<file path="src/hw/axis_param_pkg.sv">
// Constants shared by the axis parameter block and its encoder front end.
// Assumes one 40 MHz clock and register access by word index times four.
package axis_param_pkg;
    localparam int ADDR_W = 10;
    localparam int MODE_W = 9;

    // Register indices; byte address is four times the index.
    localparam logic [7:0] IDX_LATCH_ACT = 8'hc6;
    localparam logic [7:0] IDX_LATCH_ENC = 8'hc7;
    localparam logic [7:0] IDX_ENC_MODE = 8'hc9;
    localparam logic [7:0] IDX_FULLSTEPS = 8'hca;
    localparam logic [7:0] IDX_IDLE_COIL = 8'hcc;
    localparam logic [7:0] IDX_LOAD = 8'hce;
    localparam logic [7:0] IDX_EXT_FAULT = 8'hcf;
    localparam logic [7:0] IDX_DRV_STATUS = 8'hd0;
    localparam logic [7:0] IDX_ENC_COUNT = 8'hd1;
    localparam logic [7:0] IDX_ENC_RES = 8'hd2;
    localparam logic [7:0] IDX_MAX_DEV = 8'hd4;
    localparam logic [7:0] IDX_GROUP = 8'hd5;
    localparam logic [7:0] IDX_PWR_DELAY = 8'hd6;
    localparam logic [7:0] IDX_DIR_INV = 8'hfb;
    localparam logic [7:0] IDX_UNIT = 8'hff;

    // Encoder mode bit positions.
    localparam int MODE_A_LVL = 0;
    localparam int MODE_B_LVL = 1;
    localparam int MODE_N_LVL = 2;
    localparam int MODE_IGNORE_AB = 3;
    localparam int MODE_EVERY = 4;
    localparam int MODE_NEXT = 5;
    localparam int MODE_CLR_ENC = 8;

    // Extended fault flag positions.
    localparam int EXT_STALL = 0;
    localparam int EXT_DEVIATION = 1;

    // Reset values.
    localparam logic [15:0] FULLSTEPS_RST = 16'h00c8;
    localparam logic [15:0] PWR_DELAY_RST = 16'h00c8;
    localparam logic UNIT_RST = 1'b1;

    // Timing.
    localparam int CLK_HZ = 40_000_000;
    localparam int PWR_UNIT_MS = 10;
    localparam int PWR_UNIT_CYCLES = CLK_HZ / 1000 * PWR_UNIT_MS;
    localparam int STANDSTILL_CYCLES = 1 << 20;

    typedef enum logic [2:0] {
        ROTATE_LEFT_CMD = 3'h0,
        ROTATE_RIGHT_CMD = 3'h1,
        MOTOR_HALT_CMD = 3'h2,
        MOVE_TO_POSITION_CMD = 3'h3,
        REFERENCE_SEARCH_CMD = 3'h4
    } motion_cmd_t;

    typedef enum logic {
        ARM_IDLE = 1'b0,
        ARM_WAIT = 1'b1
    } arm_state_t;
endpackage

</file>
<file path="src/hw/enc_if.sv">
// Carrier between the axis block and its encoder front end.
// Assumes both ends share one clock.
`timescale 1ns/1ps
interface enc_if;
    logic [8:0] mode;
    logic countUp;
    logic countDown;
    logic indexEvent;
    modport decoder(input mode, output countUp, output countDown, output indexEvent);
    modport user(output mode, input countUp, input countDown, input indexEvent);
endinterface

</file>
<file path="src/hw/quad_index_decoder.sv">
// Quadrature decoder and index qualifier for one encoder.
// Assumes encoder inputs are already synchronous to clk.
`timescale 1ns/1ps
module quad_index_decoder
    import axis_param_pkg::*;
(
    input wire logic clk,
    input wire logic srst,
    input wire logic encA,
    input wire logic encB,
    input wire logic encN,
    enc_if.decoder enc
);
    typedef struct packed {
        logic aPrev;
        logic bPrev;
        logic qualPrev;
        logic up;
        logic down;
        logic index;
    } dec_state_t;

    dec_state_t s;
    dec_state_t n;
    logic qual;

    // An index counts only at its active level and, unless ignored, with A and B as set.
    always_comb begin
        qual = (encN == enc.mode[MODE_N_LVL]) &&
            (enc.mode[MODE_IGNORE_AB] ||
            (encA == enc.mode[MODE_A_LVL] && encB == enc.mode[MODE_B_LVL]));
        n = s;
        n.aPrev = encA;
        n.bPrev = encB;
        n.qualPrev = qual;
        n.index = qual && !s.qualPrev;
        n.up = 1'b0;
        n.down = 1'b0;
        if ((encA ^ s.aPrev) != (encB ^ s.bPrev)) begin
            n.up = encA ^ s.bPrev;
            n.down = !(encA ^ s.bPrev);
        end
    end

    always_ff @(posedge clk) begin
        if (srst) begin
            s <= '0;
        end else begin
            s <= n;
        end
    end

    assign enc.countUp = s.up;
    assign enc.countDown = s.down;
    assign enc.indexEvent = s.index;
endmodule

</file>
<file path="src/hw/axis_param_block.sv">
// Parameter bank, index latching and fault status for one stepper axis.
// Assumes synchronous inputs and a master that never overlaps strobes.
// How it works
// - Qualified index copies actual position into latched actual position.
// - Qualified index copies encoder counter into latched encoder position.
// - Mode bits 0,1 set required A,B levels; bit 2 sets index level.
// - Mode bit 3 ignores A and B levels for index qualification.
// - Mode bit 4 latches or clears on every qualified index.
// - Mode bit 5 latches or clears only on the next qualified index.
// - Mode bit 8 also clears the encoder counter on an index.
// - Full steps per revolution is 16-bit writable, resets to 200.
// - With zero standby current, the idle coil mode drives the coils.
// - The 10-bit load measurement reads back as read-only.
// - Extended flags: value 1 stall, value 2 deviation.
// - Extended flags clear on read or when a motion command executes.
// - Status bits 0-2: stall, overtemperature shutdown, temperature pre-warning.
// - Status bits 3,4 show short to ground on coil A, B.
// - Status bits 5,6 show open load when no chop in a polarity period.
// - Status bit 7 shows no step pulse during the last 2^20 cycles.
// - Encoder counts per revolution is a 16-bit writable setting.
// - Motor halts when position deviation exceeds the nonzero maximum.
// - Commands from an axis with the same nonzero group are applied here, unless a local command arrives in the same cycle and wins.
// - After standstill for delay times 10 ms, current drops to standby.
// - Direction invert set flips the motor direction.
// - Unit select picks internal or pulse units, resets to 1.
`timescale 1ns/1ps
module axis_param_block
    import axis_param_pkg::*;
#(
    parameter int STANDSTILL_LIMIT = STANDSTILL_CYCLES,
    parameter int PWR_UNIT_LIMIT = PWR_UNIT_CYCLES
) (
    input wire logic clk,
    input wire logic srst,
    input wire logic [axis_param_pkg::ADDR_W-1:0] regAddr,
    input wire logic [31:0] regWrData,
    input wire logic regWr,
    input wire logic regRd,
    output logic [31:0] regRdData,
    input wire logic encA,
    input wire logic encB,
    input wire logic encN,
    input wire logic [31:0] actualPos,
    input wire logic [9:0] loadValue,
    input wire logic stallDetect,
    input wire logic overTemp,
    input wire logic tempWarn,
    input wire logic shortA,
    input wire logic shortB,
    input wire logic coilPolA,
    input wire logic coilPolB,
    input wire logic chopA,
    input wire logic chopB,
    input wire logic stepPulse,
    input wire logic dirIn,
    input wire logic standbyZero,
    input wire logic localCmdValid,
    input wire axis_param_pkg::motion_cmd_t localCmd,
    input wire logic peerCmdValid,
    input wire logic [7:0] peerCmdGroup,
    input wire axis_param_pkg::motion_cmd_t peerCmd,
    output logic applyValid,
    output axis_param_pkg::motion_cmd_t applyCmd,
    output logic groupOutValid,
    output logic [7:0] groupOutIndex,
    output axis_param_pkg::motion_cmd_t groupOutCmd,
    output logic motorHalt,
    output logic currentReduce,
    output logic [1:0] coilMode,
    output logic dirOut,
    output logic unitSelect,
    output logic [15:0] fullSteps,
    output logic [15:0] encCountsPerRev
);
    import axis_param_pkg::*;

    typedef struct packed {
        logic [31:0] latchAct;
        logic [31:0] latchEnc;
        logic [8:0] mode;
        arm_state_t arm;
        logic [15:0] fullsteps;
        logic [1:0] idleCoil;
        logic [1:0] extFlags;
        logic [31:0] encCount;
        logic [15:0] encRes;
        logic [31:0] maxDev;
        logic [7:0] group;
        logic [15:0] pwrDelay;
        logic dirInv;
        logic unitSel;
        logic polA;
        logic polB;
        logic sawChopA;
        logic sawChopB;
        logic openA;
        logic openB;
        logic [31:0] stillCnt;
        logic standstill;
        logic [31:0] tickCnt;
        logic [15:0] unitCnt;
        logic reduced;
        logic [31:0] rdData;
        logic applyValid;
        motion_cmd_t applyCmd;
        logic groupValid;
        motion_cmd_t groupCmd;
        logic halt;
        logic [1:0] coilMode;
        logic dirOut;
    } axis_state_t;

    axis_state_t s;
    axis_state_t n;
    enc_if enc();
    logic fire;
    logic peerMatch;
    logic signed [32:0] posDiff;
    logic [32:0] posDist;
    logic devHit;
    logic [7:0] status;

    function automatic logic [ADDR_W-1:0] adr(input logic [7:0] idx);
        return {idx, 2'b00};
    endfunction

    quad_index_decoder u_quad_index_decoder (
        .clk(clk),
        .srst(srst),
        .encA(encA),
        .encB(encB),
        .encN(encN),
        .enc(enc)
    );

    assign enc.mode = s.mode;

    always_comb begin
        fire = enc.indexEvent && (s.mode[MODE_EVERY] || s.arm == ARM_WAIT);
        peerMatch = peerCmdValid && s.group != 8'h00 && peerCmdGroup == s.group;
        posDiff = $signed({actualPos[31], actualPos}) - $signed({s.encCount[31], s.encCount});
        posDist = posDiff[32] ? 33'(-posDiff) : posDiff;
        devHit = s.maxDev != 32'h0 && posDist > {1'b0, s.maxDev};
        status = {s.standstill, s.openB, s.openA, shortB, shortA,
            tempWarn, overTemp, stallDetect};
        n = s;
        n.rdData = 32'h0;
        n.applyValid = localCmdValid || peerMatch;
        n.applyCmd = localCmdValid ? localCmd : peerCmd;
        n.groupValid = localCmdValid && s.group != 8'h00;
        n.groupCmd = localCmd;
        n.halt = devHit;
        n.dirOut = dirIn ^ s.dirInv;
        n.coilMode = (s.reduced && standbyZero) ? s.idleCoil : 2'b00;

        // Index handling: latch, optional clear, then single-shot disarm.
        if (enc.countUp) begin
            n.encCount = s.encCount + 32'h1;
        end else if (enc.countDown) begin
            n.encCount = s.encCount - 32'h1;
        end
        if (fire) begin
            n.latchAct = actualPos;
            n.latchEnc = s.encCount;
            if (s.mode[MODE_CLR_ENC]) begin
                n.encCount = 32'h0;
            end
            n.arm = ARM_IDLE;
        end

        // Open load: a polarity period with no chop event reports open.
        if (coilPolA != s.polA) begin
            n.openA = !s.sawChopA;
            n.sawChopA = chopA;
        end else if (chopA) begin
            n.sawChopA = 1'b1;
        end
        if (coilPolB != s.polB) begin
            n.openB = !s.sawChopB;
            n.sawChopB = chopB;
        end else if (chopB) begin
            n.sawChopB = 1'b1;
        end
        n.polA = coilPolA;
        n.polB = coilPolB;

        // Standstill detection and power-down delay in 10 ms units.
        if (stepPulse) begin
            n.stillCnt = 32'h0;
            n.standstill = 1'b0;
        end else if (s.stillCnt < 32'(STANDSTILL_LIMIT - 1)) begin
            n.stillCnt = s.stillCnt + 32'h1;
        end else begin
            n.standstill = 1'b1;
        end
        if (!s.standstill) begin
            n.tickCnt = 32'h0;
            n.unitCnt = 16'h0;
            n.reduced = 1'b0;
        end else if (s.unitCnt >= s.pwrDelay) begin
            n.reduced = 1'b1;
        end else if (s.tickCnt == 32'(PWR_UNIT_LIMIT - 1)) begin
            n.tickCnt = 32'h0;
            n.unitCnt = s.unitCnt + 16'h1;
        end else begin
            n.tickCnt = s.tickCnt + 32'h1;
        end

        // Extended flags: clears first so a new fault in the same cycle wins.
        if ((regRd && regAddr == adr(IDX_EXT_FAULT)) || s.applyValid) begin
            n.extFlags = 2'b00;
        end
        if (stallDetect) begin
            n.extFlags[EXT_STALL] = 1'b1;
        end
        if (devHit) begin
            n.extFlags[EXT_DEVIATION] = 1'b1;
        end

        if (regRd) begin
            case (regAddr)
                adr(IDX_LATCH_ACT): n.rdData = s.latchAct;
                adr(IDX_LATCH_ENC): n.rdData = s.latchEnc;
                adr(IDX_ENC_MODE): n.rdData = {23'h0, s.mode};
                adr(IDX_FULLSTEPS): n.rdData = {16'h0, s.fullsteps};
                adr(IDX_IDLE_COIL): n.rdData = {30'h0, s.idleCoil};
                adr(IDX_LOAD): n.rdData = {22'h0, loadValue};
                adr(IDX_EXT_FAULT): n.rdData = {30'h0, s.extFlags};
                adr(IDX_DRV_STATUS): n.rdData = {24'h0, status};
                adr(IDX_ENC_COUNT): n.rdData = s.encCount;
                adr(IDX_ENC_RES): n.rdData = {16'h0, s.encRes};
                adr(IDX_MAX_DEV): n.rdData = s.maxDev;
                adr(IDX_GROUP): n.rdData = {24'h0, s.group};
                adr(IDX_PWR_DELAY): n.rdData = {16'h0, s.pwrDelay};
                adr(IDX_DIR_INV): n.rdData = {31'h0, s.dirInv};
                adr(IDX_UNIT): n.rdData = {31'h0, s.unitSel};
                default: n.rdData = 32'h0;
            endcase
        end

        if (regWr) begin
            case (regAddr)
                adr(IDX_ENC_MODE): begin
                    n.mode = regWrData[8:0];
                    n.arm = regWrData[MODE_NEXT] ? ARM_WAIT : ARM_IDLE;
                end
                adr(IDX_FULLSTEPS): n.fullsteps = regWrData[15:0];
                adr(IDX_IDLE_COIL): n.idleCoil = regWrData[1:0];
                adr(IDX_ENC_COUNT): n.encCount = regWrData;
                adr(IDX_ENC_RES): n.encRes = regWrData[15:0];
                adr(IDX_MAX_DEV): n.maxDev = regWrData;
                adr(IDX_GROUP): n.group = regWrData[7:0];
                adr(IDX_PWR_DELAY): n.pwrDelay = regWrData[15:0];
                adr(IDX_DIR_INV): n.dirInv = regWrData[0];
                adr(IDX_UNIT): n.unitSel = regWrData[0];
                default: n.mode = n.mode;
            endcase
        end
    end

    always_ff @(posedge clk) begin
        if (srst) begin
            s <= '0;
            s.fullsteps <= FULLSTEPS_RST;
            s.pwrDelay <= PWR_DELAY_RST;
            s.unitSel <= UNIT_RST;
        end else begin
            s <= n;
        end
    end

    assign regRdData = s.rdData;
    assign applyValid = s.applyValid;
    assign applyCmd = s.applyCmd;
    assign groupOutValid = s.groupValid;
    assign groupOutIndex = s.group;
    assign groupOutCmd = s.groupCmd;
    assign motorHalt = s.halt;
    assign currentReduce = s.reduced;
    assign coilMode = s.coilMode;
    assign dirOut = s.dirOut;
    assign unitSelect = s.unitSel;
    assign fullSteps = s.fullsteps;
    assign encCountsPerRev = s.encRes;

    logic modeWrite;
    logic encWrite;
    assign modeWrite = regWr && regAddr == adr(IDX_ENC_MODE);
    assign encWrite = regWr && regAddr == adr(IDX_ENC_COUNT);
endmodule

</file>
<file path="config.mk">
export PLATFORM = sky130hd
export DESIGN_NAME = axis_param_block
export DESIGN_NICKNAME = d
export VERILOG_FILES = /design/src/hw/axis_param_pkg.sv /design/src/hw/enc_if.sv /design/src/hw/quad_index_decoder.sv /design/src/hw/axis_param_block.sv
export SDC_FILE = /design/constraint.sdc
export NUM_CORES = 1
export LEC_CHECK = 0
export ABC_AREA = 0
export BUFFER_PORTS_ARGS = -buffer_cell sky130_fd_sc_hd__buf_2
export CELL_PAD_IN_SITES_DETAIL_PLACEMENT = 1
export CELL_PAD_IN_SITES_GLOBAL_PLACEMENT = 2
export CORE_MARGIN = 3
export CORE_UTILIZATION = 36
export CTS_BUF_LIST = sky130_fd_sc_hd__clkbuf_8
export CTS_CLUSTER_SIZE = 40
export DETAILED_ROUTE_END_ITERATION = 8
export MAX_ROUTING_LAYER = met4
export PLACE_DENSITY_LB_ADDON = 0.1
export SLEW_MARGIN = 20
export SYNTH_ARGS = -nofsm -noshare
export SYNTH_HDL_FRONTEND = slang
export SYNTH_HIERARCHICAL = 1
export SYNTH_SLANG_ARGS = --single-unit
</file>
<file path="constraint.sdc">
create_clock -name clk -period 7.12 [get_ports clk]
set_clock_uncertainty 0.1 [all_clocks]
set_input_delay 1.78 -clock clk [delete_from_list [all_inputs] [get_ports clk]]
set_output_delay 1.78 -clock clk [all_outputs]
set_load 0.01 [all_outputs]
</file>
[Word level (Yosys, flattened, before mapping)]
Cells that the tools add are included.
Cells by class
  add/subtract/negate cells: 7
  order comparisons: 3
  equality and inequality tests: 23
  mux-type cells: 29
  bitwise gates (word level): 9
  reductions and logical operators: 39
Operators with widths (number)
  one-hot mux 32 bit (15 select lines): 1
  two-way mux 32 bit: 7
  equality test 10 bit, second input constant: 15
  two-way mux 106 bit: 1
  adder 32 x 1 -> 32 bit, second input constant: 3
  two-way mux 16 bit: 3
  greater-than comparator 33 x 32 -> 1 bit: 1
  two-way mux 33 bit: 1
  negation 33 bit: 1
  subtractor 32 x 32 -> 33 bit: 1
  equality test 32 x 19 -> 1 bit, second input constant: 1
  < comparator 32 x 20 -> 1 bit, second input constant: 1
  nonzero test 32 bit: 1
  subtractor 32 x 1 -> 32 bit, second input constant: 1
  AND reduction 2 bit: 10
  two-way mux 19 bit: 1
  adder 16 x 1 -> 16 bit, second input constant: 1
  greater-or-equal comparator 16 bit: 1
  two-way mux 1 bit: 11
  logical AND 1 bit: 10
  OR reduction 2 bit: 5
  equality test 8 bit: 1
  two-way mux 8 bit: 1
  nonzero test 2 bit: 4
  other kinds (9): 27
Word-level totals
  bits in registers: 338
  output and inout bits: 86

[Logic depth before layout (Yosys ltp)]
Gate-level depths: netlist (run 1).
  word-level depth: 7
  gate-level depth with buffers: 25
  depth with buffers taken out: 24

[By module]
Netlist (run 1), hierarchy kept.
Modules (own cells, without submodules)
  axis_param_block: instances 1, cells each 2431, area each 18880.6 µm², sequential area each 6646.4 µm²
  quad_index_decoder: instances 1, cells each 19, area each 211.5 µm², sequential area each 120.1 µm²

[Least setup slack after synthesis (run 1)]
OpenSTA, ideal clock, no wires.
  path kind: in2reg
  start: in actualPos[0]
  end: reg s[239] in the netlist's numbering
  setup time: 121 ps
  arrival: 5862 ps
  data required time: 6899 ps
  slack: 1036 ps
  stages: 23
  cells stage by stage: inv_1 > ha_1 > fa_1 > nand2b_1 > a21o_1 > a211oi_1 > nor2_1 > xnor2_1 > nor4_4 > nand3_1 > nor4_4 > a21oi_1 > xnor2_1 > ha_1 > a21o_1 > a21oi_1 > nor2b_1 > o21ai_0 > nand2b_1 > a2111oi_0 > o31ai_1 > nand3_1 > nand3_1
On the way
  longest elaborated chain between the ends: 6
  elaborated cells on any way between the ends: 7
  those cells by class: add/sub: 2; order compare: 1; mux: 2; reduce/logical: 2
Ends and longest elaborated chain
  start: declaration: line axis_param_block.sv:43  | input wire logic [31:0] actualPos,
  subtractor 32 x 32 -> 33 bit (*): line axis_param_block.sv:141  | posDiff = $signed({actualPos[31], actualPos}) - $signed({s.encCount[31], s.encCount});
  negation 33 bit: line axis_param_block.sv:142  | posDist = posDiff[32] ? 33'(-posDiff) : posDiff;
  two-way mux 33 bit (*): line axis_param_block.sv:142
  greater-than comparator 33 x 32 -> 1 bit (*): line axis_param_block.sv:143  | devHit = s.maxDev != 32'h0 && posDist > {1'b0, s.maxDev};
  logical AND 1 bit (*): line axis_param_block.sv:143
  two-way mux 1 bit or nonzero test 2 bit (tied branches)
  end signal: assignment: line axis_param_block.sv:268  | s <= n;
  end: declaration: line axis_param_block.sv:113  | axis_state_t s;
Every way passes the cells marked *; elsewhere a longest branch is shown, timed or not.
A chain may end at the register's enable or synchronous reset.

[Worst setup path in the final report (run 1)]
Ends and elaborated chain as after synthesis.

==> impl_metrics.py, run 1 <==
metrics = {
    "floorplan": {
        "dieHeight_um": 236,
        "die_x_um": 236,
        "io-pin-count": 205,
        "core-area_um2": 51900,
        "fp.dieArea_um2": 55800,
        "fp-row-count": 83,
        "initial_util": 0.368,
    },
    "logic_synthesis": {
        "synth-edff-count": 0,
        "yosys_most_used_dff": "dfxtp_1",
        "cell_count_after_synthesis": 2450,
        "synthesis.yosys.warnings": 6,
        "synth-async-reset-ratio": 0,
        "sequential_fraction_of_the_synthesis_area": 0.354,
        "synth_fp_nets": 2656,
        "syn-cell-area_um2": 19100,
        "ys_ff_latch": 338,
        "synthesis.area_per_instance_um2": 7.79,
        "netlist-cell-type-count": 77,
    },
    "cts": {
        "max-clock-path-buffers": 3,
        "cts-resized-gates": 0,
        "clkSinkCount": 338,
        "tritoncts": "done",
        "cts.clk_slew.worst_paths_ns": 0.07,
        "insertion_delay_ns": 0.65,
        "clk_root_buffer_cell": "clkbuf_8",
        "tritoncts.num_buffers": 67,
        "post_cts_hold_buffer_count": 0,
        "clock_tree.htree_level_count": 3,
        "post_cts.repair.setup_buffers": 0,
    },
    "final_layout": {
        "final_layout_net_count": 2746,
        "commonest_cells_after_routing_fill_and_taps_aside": "nand2_1 (437), dfxtp_1 (338), a21oi_1 (260), buf_2 (203), nor2_1 (194)",
        "layout_commonest_cell": "nand2_1",
        "drive_gt1_frac": 0.146,
        "area_growth_syn_to_layout_pct": 12.7,
    },
    "pwr": {
        "static-leakage-power_nw": 7.94,
        "irDropWorstVdd_v": 0.000177,
        "power_density_nw_per_um2": 232,
        "report.power.total_mw": 4.98,
    },
    "worst_setup_path": {
        "cp_num_buf_inv": 2,
        "crit_family": "compound AO/OA/AOI/OAI gates",
        "timing.setup.critical_path_class": "in2reg",
        "slowest_delay_ns": 0.43,
        "timing.critical_path.slowest_stage_cell": "a2111oi_0",
        "worst_setup_path_end_kind": "flop",
        "worst_setup_path_start_kind": "primary input",
        "cp_cell_sequence": "buf_2 > inv_1 > ha_1 > fa_1 > nand2b_1 > a21o_1 > a211oi_1 > nor2_1 > xnor2_1 > nor4_4 > nand3_1 > nor4_4 > a21oi_1 > xnor2_1 > ha_1 > a21o_1 > a21oi_1 > nor2b_1 > o21ai_0 > nand2b_1 > a2111oi_0 > o31ai_1 > nand3_1 > nand3_1",
        "cp_data_arrival_time_ns": 6.70,
        "worst_path_most_repeated_cell": "nand3_1",
        "cp.required_ns": 7.55,
        "crit_fanout": 4,
    },
    "grt": {
        "grtUsageTotal": 0.265,
        "grt_pass1_vias": 18709,
        "grt_antenna_before_repair": 2,
        "gr-total-overflow": 0,
        "grt_pass1_wl_um": 113000,
        "grt_max_degree": 102,
    },
    "job": {
        "drv.max_cap_violation_count": 0,
    },
    "timing": {
        "worst-slew-pin-transition_ns": 1.08,
        "max_freq_ghz": 0.159,
        "period_needed_ns": 6.27,
        "totalNegativeSetupSlack_ns": 0,
        "timing.slew.headroom": 0.276,
        "finalMaxSlewViolations": 0,
        "setup-violations-final": 0,
        "rsz0062_at_grt": "false",
        "hold_viol_final": 0,
        "post-route-period-util": 0.881,
    },
    "placed_design": {
        "total_of_buffers_placed_on_input_and_output_ports": 204,
        "detailed_place_hpwl_um": 55500,
        "gp_congestion": 0.924,
    },
    "outcome": {
        "outcome": "completed",
    },
    "min_path": {
        "holdCritPathClass": "reg2reg",
    },
    "route": {
        "routed_wirelength_um": 73800,
        "wire_per_inst_um": 22.6,
        "detail-route-antenna-nets": 0,
        "drt-vias-per-instance": 5.57,
        "vias": 18218,
        "remaining_drc_errors": 0,
        "detail_route.first_pass.iterations": 5,
        "detailedRoute.firstIterationViolations": 1025,
    },
}
[state kept, by name, indices dropped and copies added, names as in the netlist, 3 cells and up]
register and flops:
s 237, u_quad_index_decoder/s 3, applyCmd 3, enc.mode 9, encCountsPerRev 16, regRdData 32, fullSteps 16, groupOutCmd 3
groupOutIndex 8
[power breakdown]
group / total, mW / internal, mW / switching [mW] / leakage [nW]
combinational: 0.958 / 0.368 / 0.591 / 4.42
clock: 2.06 / 1.15 / 0.906 / 0.792
sequential: 1.97 / 1.92 / 0.0486 / 2.73
total: 4.98 / 3.44 / 1.54 / 7.94
[logic make-up after synthesis]
logic type	count (synthesis)	share of synthesized area
DFF	338	0.354
AOI/OAI and AO/OA	551	0.183
muxes	30	0.0173
adders and majority gates	88	0.0579
buffers and inverters	307	0.0763
xor gates and xnor gates	154	0.0710
and+or+nand+nor	982	0.240
[cell type report]
type | instances | area, µm²
Antenna cell | 2 | 5.00
Clock buffer | 86 | 1180
Clock inverter | 33 | 205
Fill cell | 6382 | 30400
Inverter | 97 | 364
Multi-Input combinational cell | 1805 | 10900
Sequential cell | 338 | 6770
Tap cell | 680 | 851
Timing Repair Buffer | 231 | 1230
[path summary, 6_finish.rpt]
kind	from	endpoint	slack (ns)	cells past startpoint
setup / recovery	actualPos[0]	s[239]	0.85	24
hold / removal	u_quad_index_decoder/s[3]	u_quad_index_decoder/enc.indexEvent	0.33	1
setup reg to reg	s[207]	s[239]	1.51	22
hold reg to reg	u_quad_index_decoder/s[3]	u_quad_index_decoder/enc.indexEvent	0.33	1
[per-stage QoR]
step	cell area [µm²]	hold slack, ns	setup WS [ns]	instances	utilization
3_3_place_gp	20100	0.299	0.343	3151	0.387
3_5_place_dp	20100	0.310	0.270	3151	0.387
4_1_cts	21500	0.334	0.935	3270	0.414
5_1_grt	21500	0.346	0.436	3271	0.414
2_1_floorplan	19100	0.290	1.04	2450	-
6_report	21500	0.331	0.847	3272	0.414
[layer usage]
metal / up-vias / track usage / wire, µm / share of wire
li1: 8697 / - / - / -
met1: 8960 / 0.326 / 32600 / 0.44
met2: 424 / 0.443 / 35700 / 0.48
met3: 137 / 0.0367 / 2760 / 0.037
met4: 0 / 0.0990 / 2780 / 0.038
met5: - / - / 0 / 0
[synthesized netlist by cell type, types with 14 or more instances]
library cell	instances	share of area
clkbuf_1	115	0.023
dfxtp_1	338	0.35
nor2b_1	16	0.0052
ha_1	86	0.056
inv_1	97	0.019
or3_1	21	0.0069
mux2i_1	15	0.0079
nor2_1	195	0.038
buf_4	80	0.031
xor2_1	70	0.032
nor3_1	39	0.010
a22oi_1	52	0.020
nand3_1	73	0.019
nor4_1	27	0.0088
o21ai_0	55	0.014
xnor2_1	83	0.038
a222oi_1	28	0.015
a21oi_1	261	0.068
a21o_1	29	0.011
and2_1	29	0.0095
nand4_1	58	0.019
a31oi_1	31	0.010
mux2_2	14	0.0083
and3_1	21	0.0069
nand2_1	438	0.086
Note: power is estimated with default switching activity, not from simulation.
==> inputs of run 2 (changes only) <==
--- a/config.mk
+++ b/config.mk
@@ -5,12 +5,12 @@
 export SDC_FILE = /design/constraint.sdc
 export NUM_CORES = 1
 export LEC_CHECK = 0
-export ABC_AREA = 0
+export ABC_AREA = 1
 export BUFFER_PORTS_ARGS = -buffer_cell sky130_fd_sc_hd__buf_2
 export CELL_PAD_IN_SITES_DETAIL_PLACEMENT = 1
 export CELL_PAD_IN_SITES_GLOBAL_PLACEMENT = 2
 export CORE_MARGIN = 3
-export CORE_UTILIZATION = 36
+export CORE_UTILIZATION = 34
 export CTS_BUF_LIST = sky130_fd_sc_hd__clkbuf_8
 export CTS_CLUSTER_SIZE = 40
 export DETAILED_ROUTE_END_ITERATION = 8
==> run 2 against run 1 <==
  * Clock power about the same
  * Sequential share of layout area fell by 2.9 points
  * Worst setup slack gained 0.77 ns
  * Via count grew 23%
  * Non-clock buffer count down 7
  * Cell area up 10%
  * Synthesized area increased by 11%
  * Utilization is 2.5 points lower
  * Combinational power up 15%
  * Highest routed layer unchanged
==> impl_metrics.py, run 2 <==
metrics = {
    "grt": {
        "grt_pass1_vias": 22772,
        "grtUsageTotal": 0.286,
        "gr-total-overflow": 0,
        "grt_max_degree": 172,
        "grt_antenna_before_repair": 8,
        "grt_pass1_wl_um": 137000,
    },
    "logic_synthesis": {
        "synth_fp_nets": 3443,
        "yosysTopAreaCell": "dfxtp_1",
        "syn-cell-area_um2": 21100,
        "synthesis.yosys.warnings": 6,
        "synthesis.area_per_instance_um2": 6.52,
        "synth-async-reset-ratio": 0,
        "ys_ff_latch": 338,
        "synth.top_cell.area_share": 0.321,
        "netlist-cell-type-count": 59,
        "cell_count_after_synthesis": 3237,
        "synth.top_cells.by_area": "dfxtp_1 (32%), nand2_1 (13%), inv_1 (7.9%)",
        "synth.most_common_cell": "nand2_1",
        "sequential_fraction_of_the_synthesis_area": 0.321,
        "synth_commonest_cells": "nand2_1 (724), inv_1 (442), nor2_1 (358)",
        "synth-edff-count": 0,
        "yosys_most_used_dff": "dfxtp_1",
    },
    "worst_setup_path": {
        "cp_data_arrival_time_ns": 5.99,
        "cp.required_ns": 7.61,
        "worst_setup_path_end_kind": "flop",
        "crit_fanout": 22,
        "crit-reg2reg-capture": "s[239]",
        "r2r_setup_slack_ns": 2.23,
        "reg2regPathDepth": 30,
        "critPathLaunch": "actualPos[0]",
        "regToRegStartpoint": "s[229]",
        "cp_num_buf_inv": 4,
        "endpoint": "s[239]",
        "timing.critical_path.slowest_stage_cell": "fa_1",
        "timing.setup.critical_path_class": "in2reg",
        "worst_setup_path_start_kind": "primary input",
        "critical_path_depth": 34,
        "slowest_delay_ns": 0.40,
        "crit_family": "simple AND/OR/NAND/NOR gates",
        "worst_path_most_repeated_cell": "nand2_1",
    },
    "timing": {
        "finalMaxSlewViolations": 0,
        "rsz0062_at_grt": "false",
        "hold_viol_final": 0,
        "post-route-period-util": 0.772,
        "period_needed_ns": 5.50,
        "totalNegativeSetupSlack_ns": 0,
        "max_freq_ghz": 0.182,
        "timing.slew.headroom": 0.219,
        "setup-violations-final": 0,
        "final_critical_path_setup_slack_ns": 1.62,
        "worst-slew-pin-transition_ns": 1.17,
    },
    "pwr": {
        "static-leakage-power_nw": 10.4,
        "power_density_nw_per_um2": 215,
        "irDropWorstVdd_v": 0.000131,
    },
    "floorplan": {
        "io-pin-count": 205,
        "dieHeight_um": 255,
        "fp.dieArea_um2": 65100,
        "core-area_um2": 60900,
        "initial_util": 0.346,
        "fp-row-count": 90,
        "die_x_um": 255,
    },
    "min_path": {
        "holdCritPathClass": "reg2reg",
    },
    "route": {
        "wire_per_inst_um": 21.5,
        "detail_route.first_pass.iterations": 5,
        "remaining_drc_errors": 0,
        "detailedRoute.firstIterationViolations": 1458,
        "vias": 22481,
        "detail-route-antenna-nets": 0,
        "routed_wirelength_um": 91000,
        "drt-vias-per-instance": 5.32,
    },
    "cts": {
        "post_cts.repair.setup_buffers": 0,
        "clk_root_buffer_cell": "clkbuf_8",
        "tritoncts": "done",
        "cts-resized-gates": 0,
        "clkSinkCount": 338,
        "tritoncts.num_buffers": 68,
        "clock_tree.htree_level_count": 3,
        "insertion_delay_ns": 0.66,
        "post_cts_hold_buffer_count": 0,
        "cts.clk_slew.worst_paths_ns": 0.06,
        "max-clock-path-buffers": 3,
    },
    "final_layout": {
        "final_cell_count_no_fill": 4224,
        "area_growth_syn_to_layout_pct": 12.3,
        "largest_reg_flops": 237,
        "layout_commonest_cell": "nand2_1",
        "commonest_cells_after_routing_fill_and_taps_aside": "nand2_1 (723), inv_1 (459), nor2_1 (357), dfxtp_1 (338), a21oi_1 (251)",
        "register_name_with_the_most_flops": "s",
        "final_layout_net_count": 3551,
        "drive_gt1_frac": 0.118,
    },
    "placed_design": {
        "placedCellCount": 4103,
        "detailed_place_hpwl_um": 71000,
        "gp_congestion": 0.933,
        "total_of_buffers_placed_on_input_and_output_ports": 204,
        "detailedPlace.worstSlack_ns": 0.995,
    },
    "job": {
        "drv.max_cap_violation_count": 0,
    },
    "outcome": {
        "outcome": "completed",
    },
}
==> run 2: cell count changes in the layout (fill, tap and decap cells not counted), moves of 19 or more <==
cell,previous run,this run
nand2_1,437,723
xor2_1,70,36
nand3_1,73,144
nor2_1,194,357
a21o_1,29,2
xnor2_1,83,18
a22oi_1,52,8
and2_1,28,4
o21ai_0,55,232
or3_1,21,1
inv_1,120,459
nor3_1,37,68
a222oi_1,28,0
a221oi_1,7,26
==> run 2: where the power goes <==
| group | switching (mW) | internal [mW] |
|---|---|---|
| Sequential | 0.0364 | 1.92 |
| Clock | 0.943 | 1.10 |
| Combinational | 0.751 | 0.352 |
==> run 2: area by class of cell <==
type	count	area [µm²]
sequential	338	6770
antenna	7	17.5
clock inverter	34	235
multi-input combinational	2255	11600
fill	7993	37200
tap	828	1040
timing repair buffer	224	1180
inverter	458	1720
clock buffer	80	1100
==> run 2: cells by family after synthesis <==
family,after synthesis,synth area share
xor gates and xnor gates,55,0.0237
and+or+nand+nor,1479,0.303
AOI/OAI and AO/OA,634,0.171
DFF,338,0.321
adders and majority gates,87,0.0519
buffers and inverters,644,0.130
==> run 2: worst min-delay path by stage <==
stage / slack (ns) / depth (start not counted) / from / to
after floorplan: 0.27 / 1 / u_quad_index_decoder/s[3] / u_quad_index_decoder/enc.indexEvent
after global placement: 0.27 / 1 / u_quad_index_decoder/s[3] / u_quad_index_decoder/enc.indexEvent
after detailed placement: 0.29 / 1 / u_quad_index_decoder/s[3] / u_quad_index_decoder/enc.indexEvent
after CTS: 0.30 / 1 / u_quad_index_decoder/s[3] / u_quad_index_decoder/enc.indexEvent
after global routing: 0.31 / 1 / u_quad_index_decoder/s[3] / u_quad_index_decoder/enc.indexEvent
final: 0.29 / 1 / u_quad_index_decoder/s[3] / u_quad_index_decoder/enc.indexEvent
==> run 2: per-layer routing <==
| layer | GRT usage | wire length, µm | vias up |
|---|---|---|---|
| li1 | - | - | 10776 |
| met4 | 0.0881 | 2420 | 0 |
| met3 | 0.0419 | 5140 | 122 |
| met1 | 0.392 | 43600 | 11004 |
| met5 | - | 0 | - |
| met2 | 0.434 | 39800 | 579 |
==> run 2: through the flow <==
step / instance area [µm²] / hold WS (ns) / utilization / total power [mW]
after floorplan: 21100 / 0.268 / - / 2.72
after global placement: 22300 / 0.275 / 0.367 / 3.06
final: 23700 / 0.292 / 0.389 / 5.10
after global routing: 23700 / 0.312 / 0.389 / 5.39
after CTS: 23700 / 0.297 / 0.389 / 5.16
after detailed placement: 22300 / 0.291 / 0.367 / 3.09
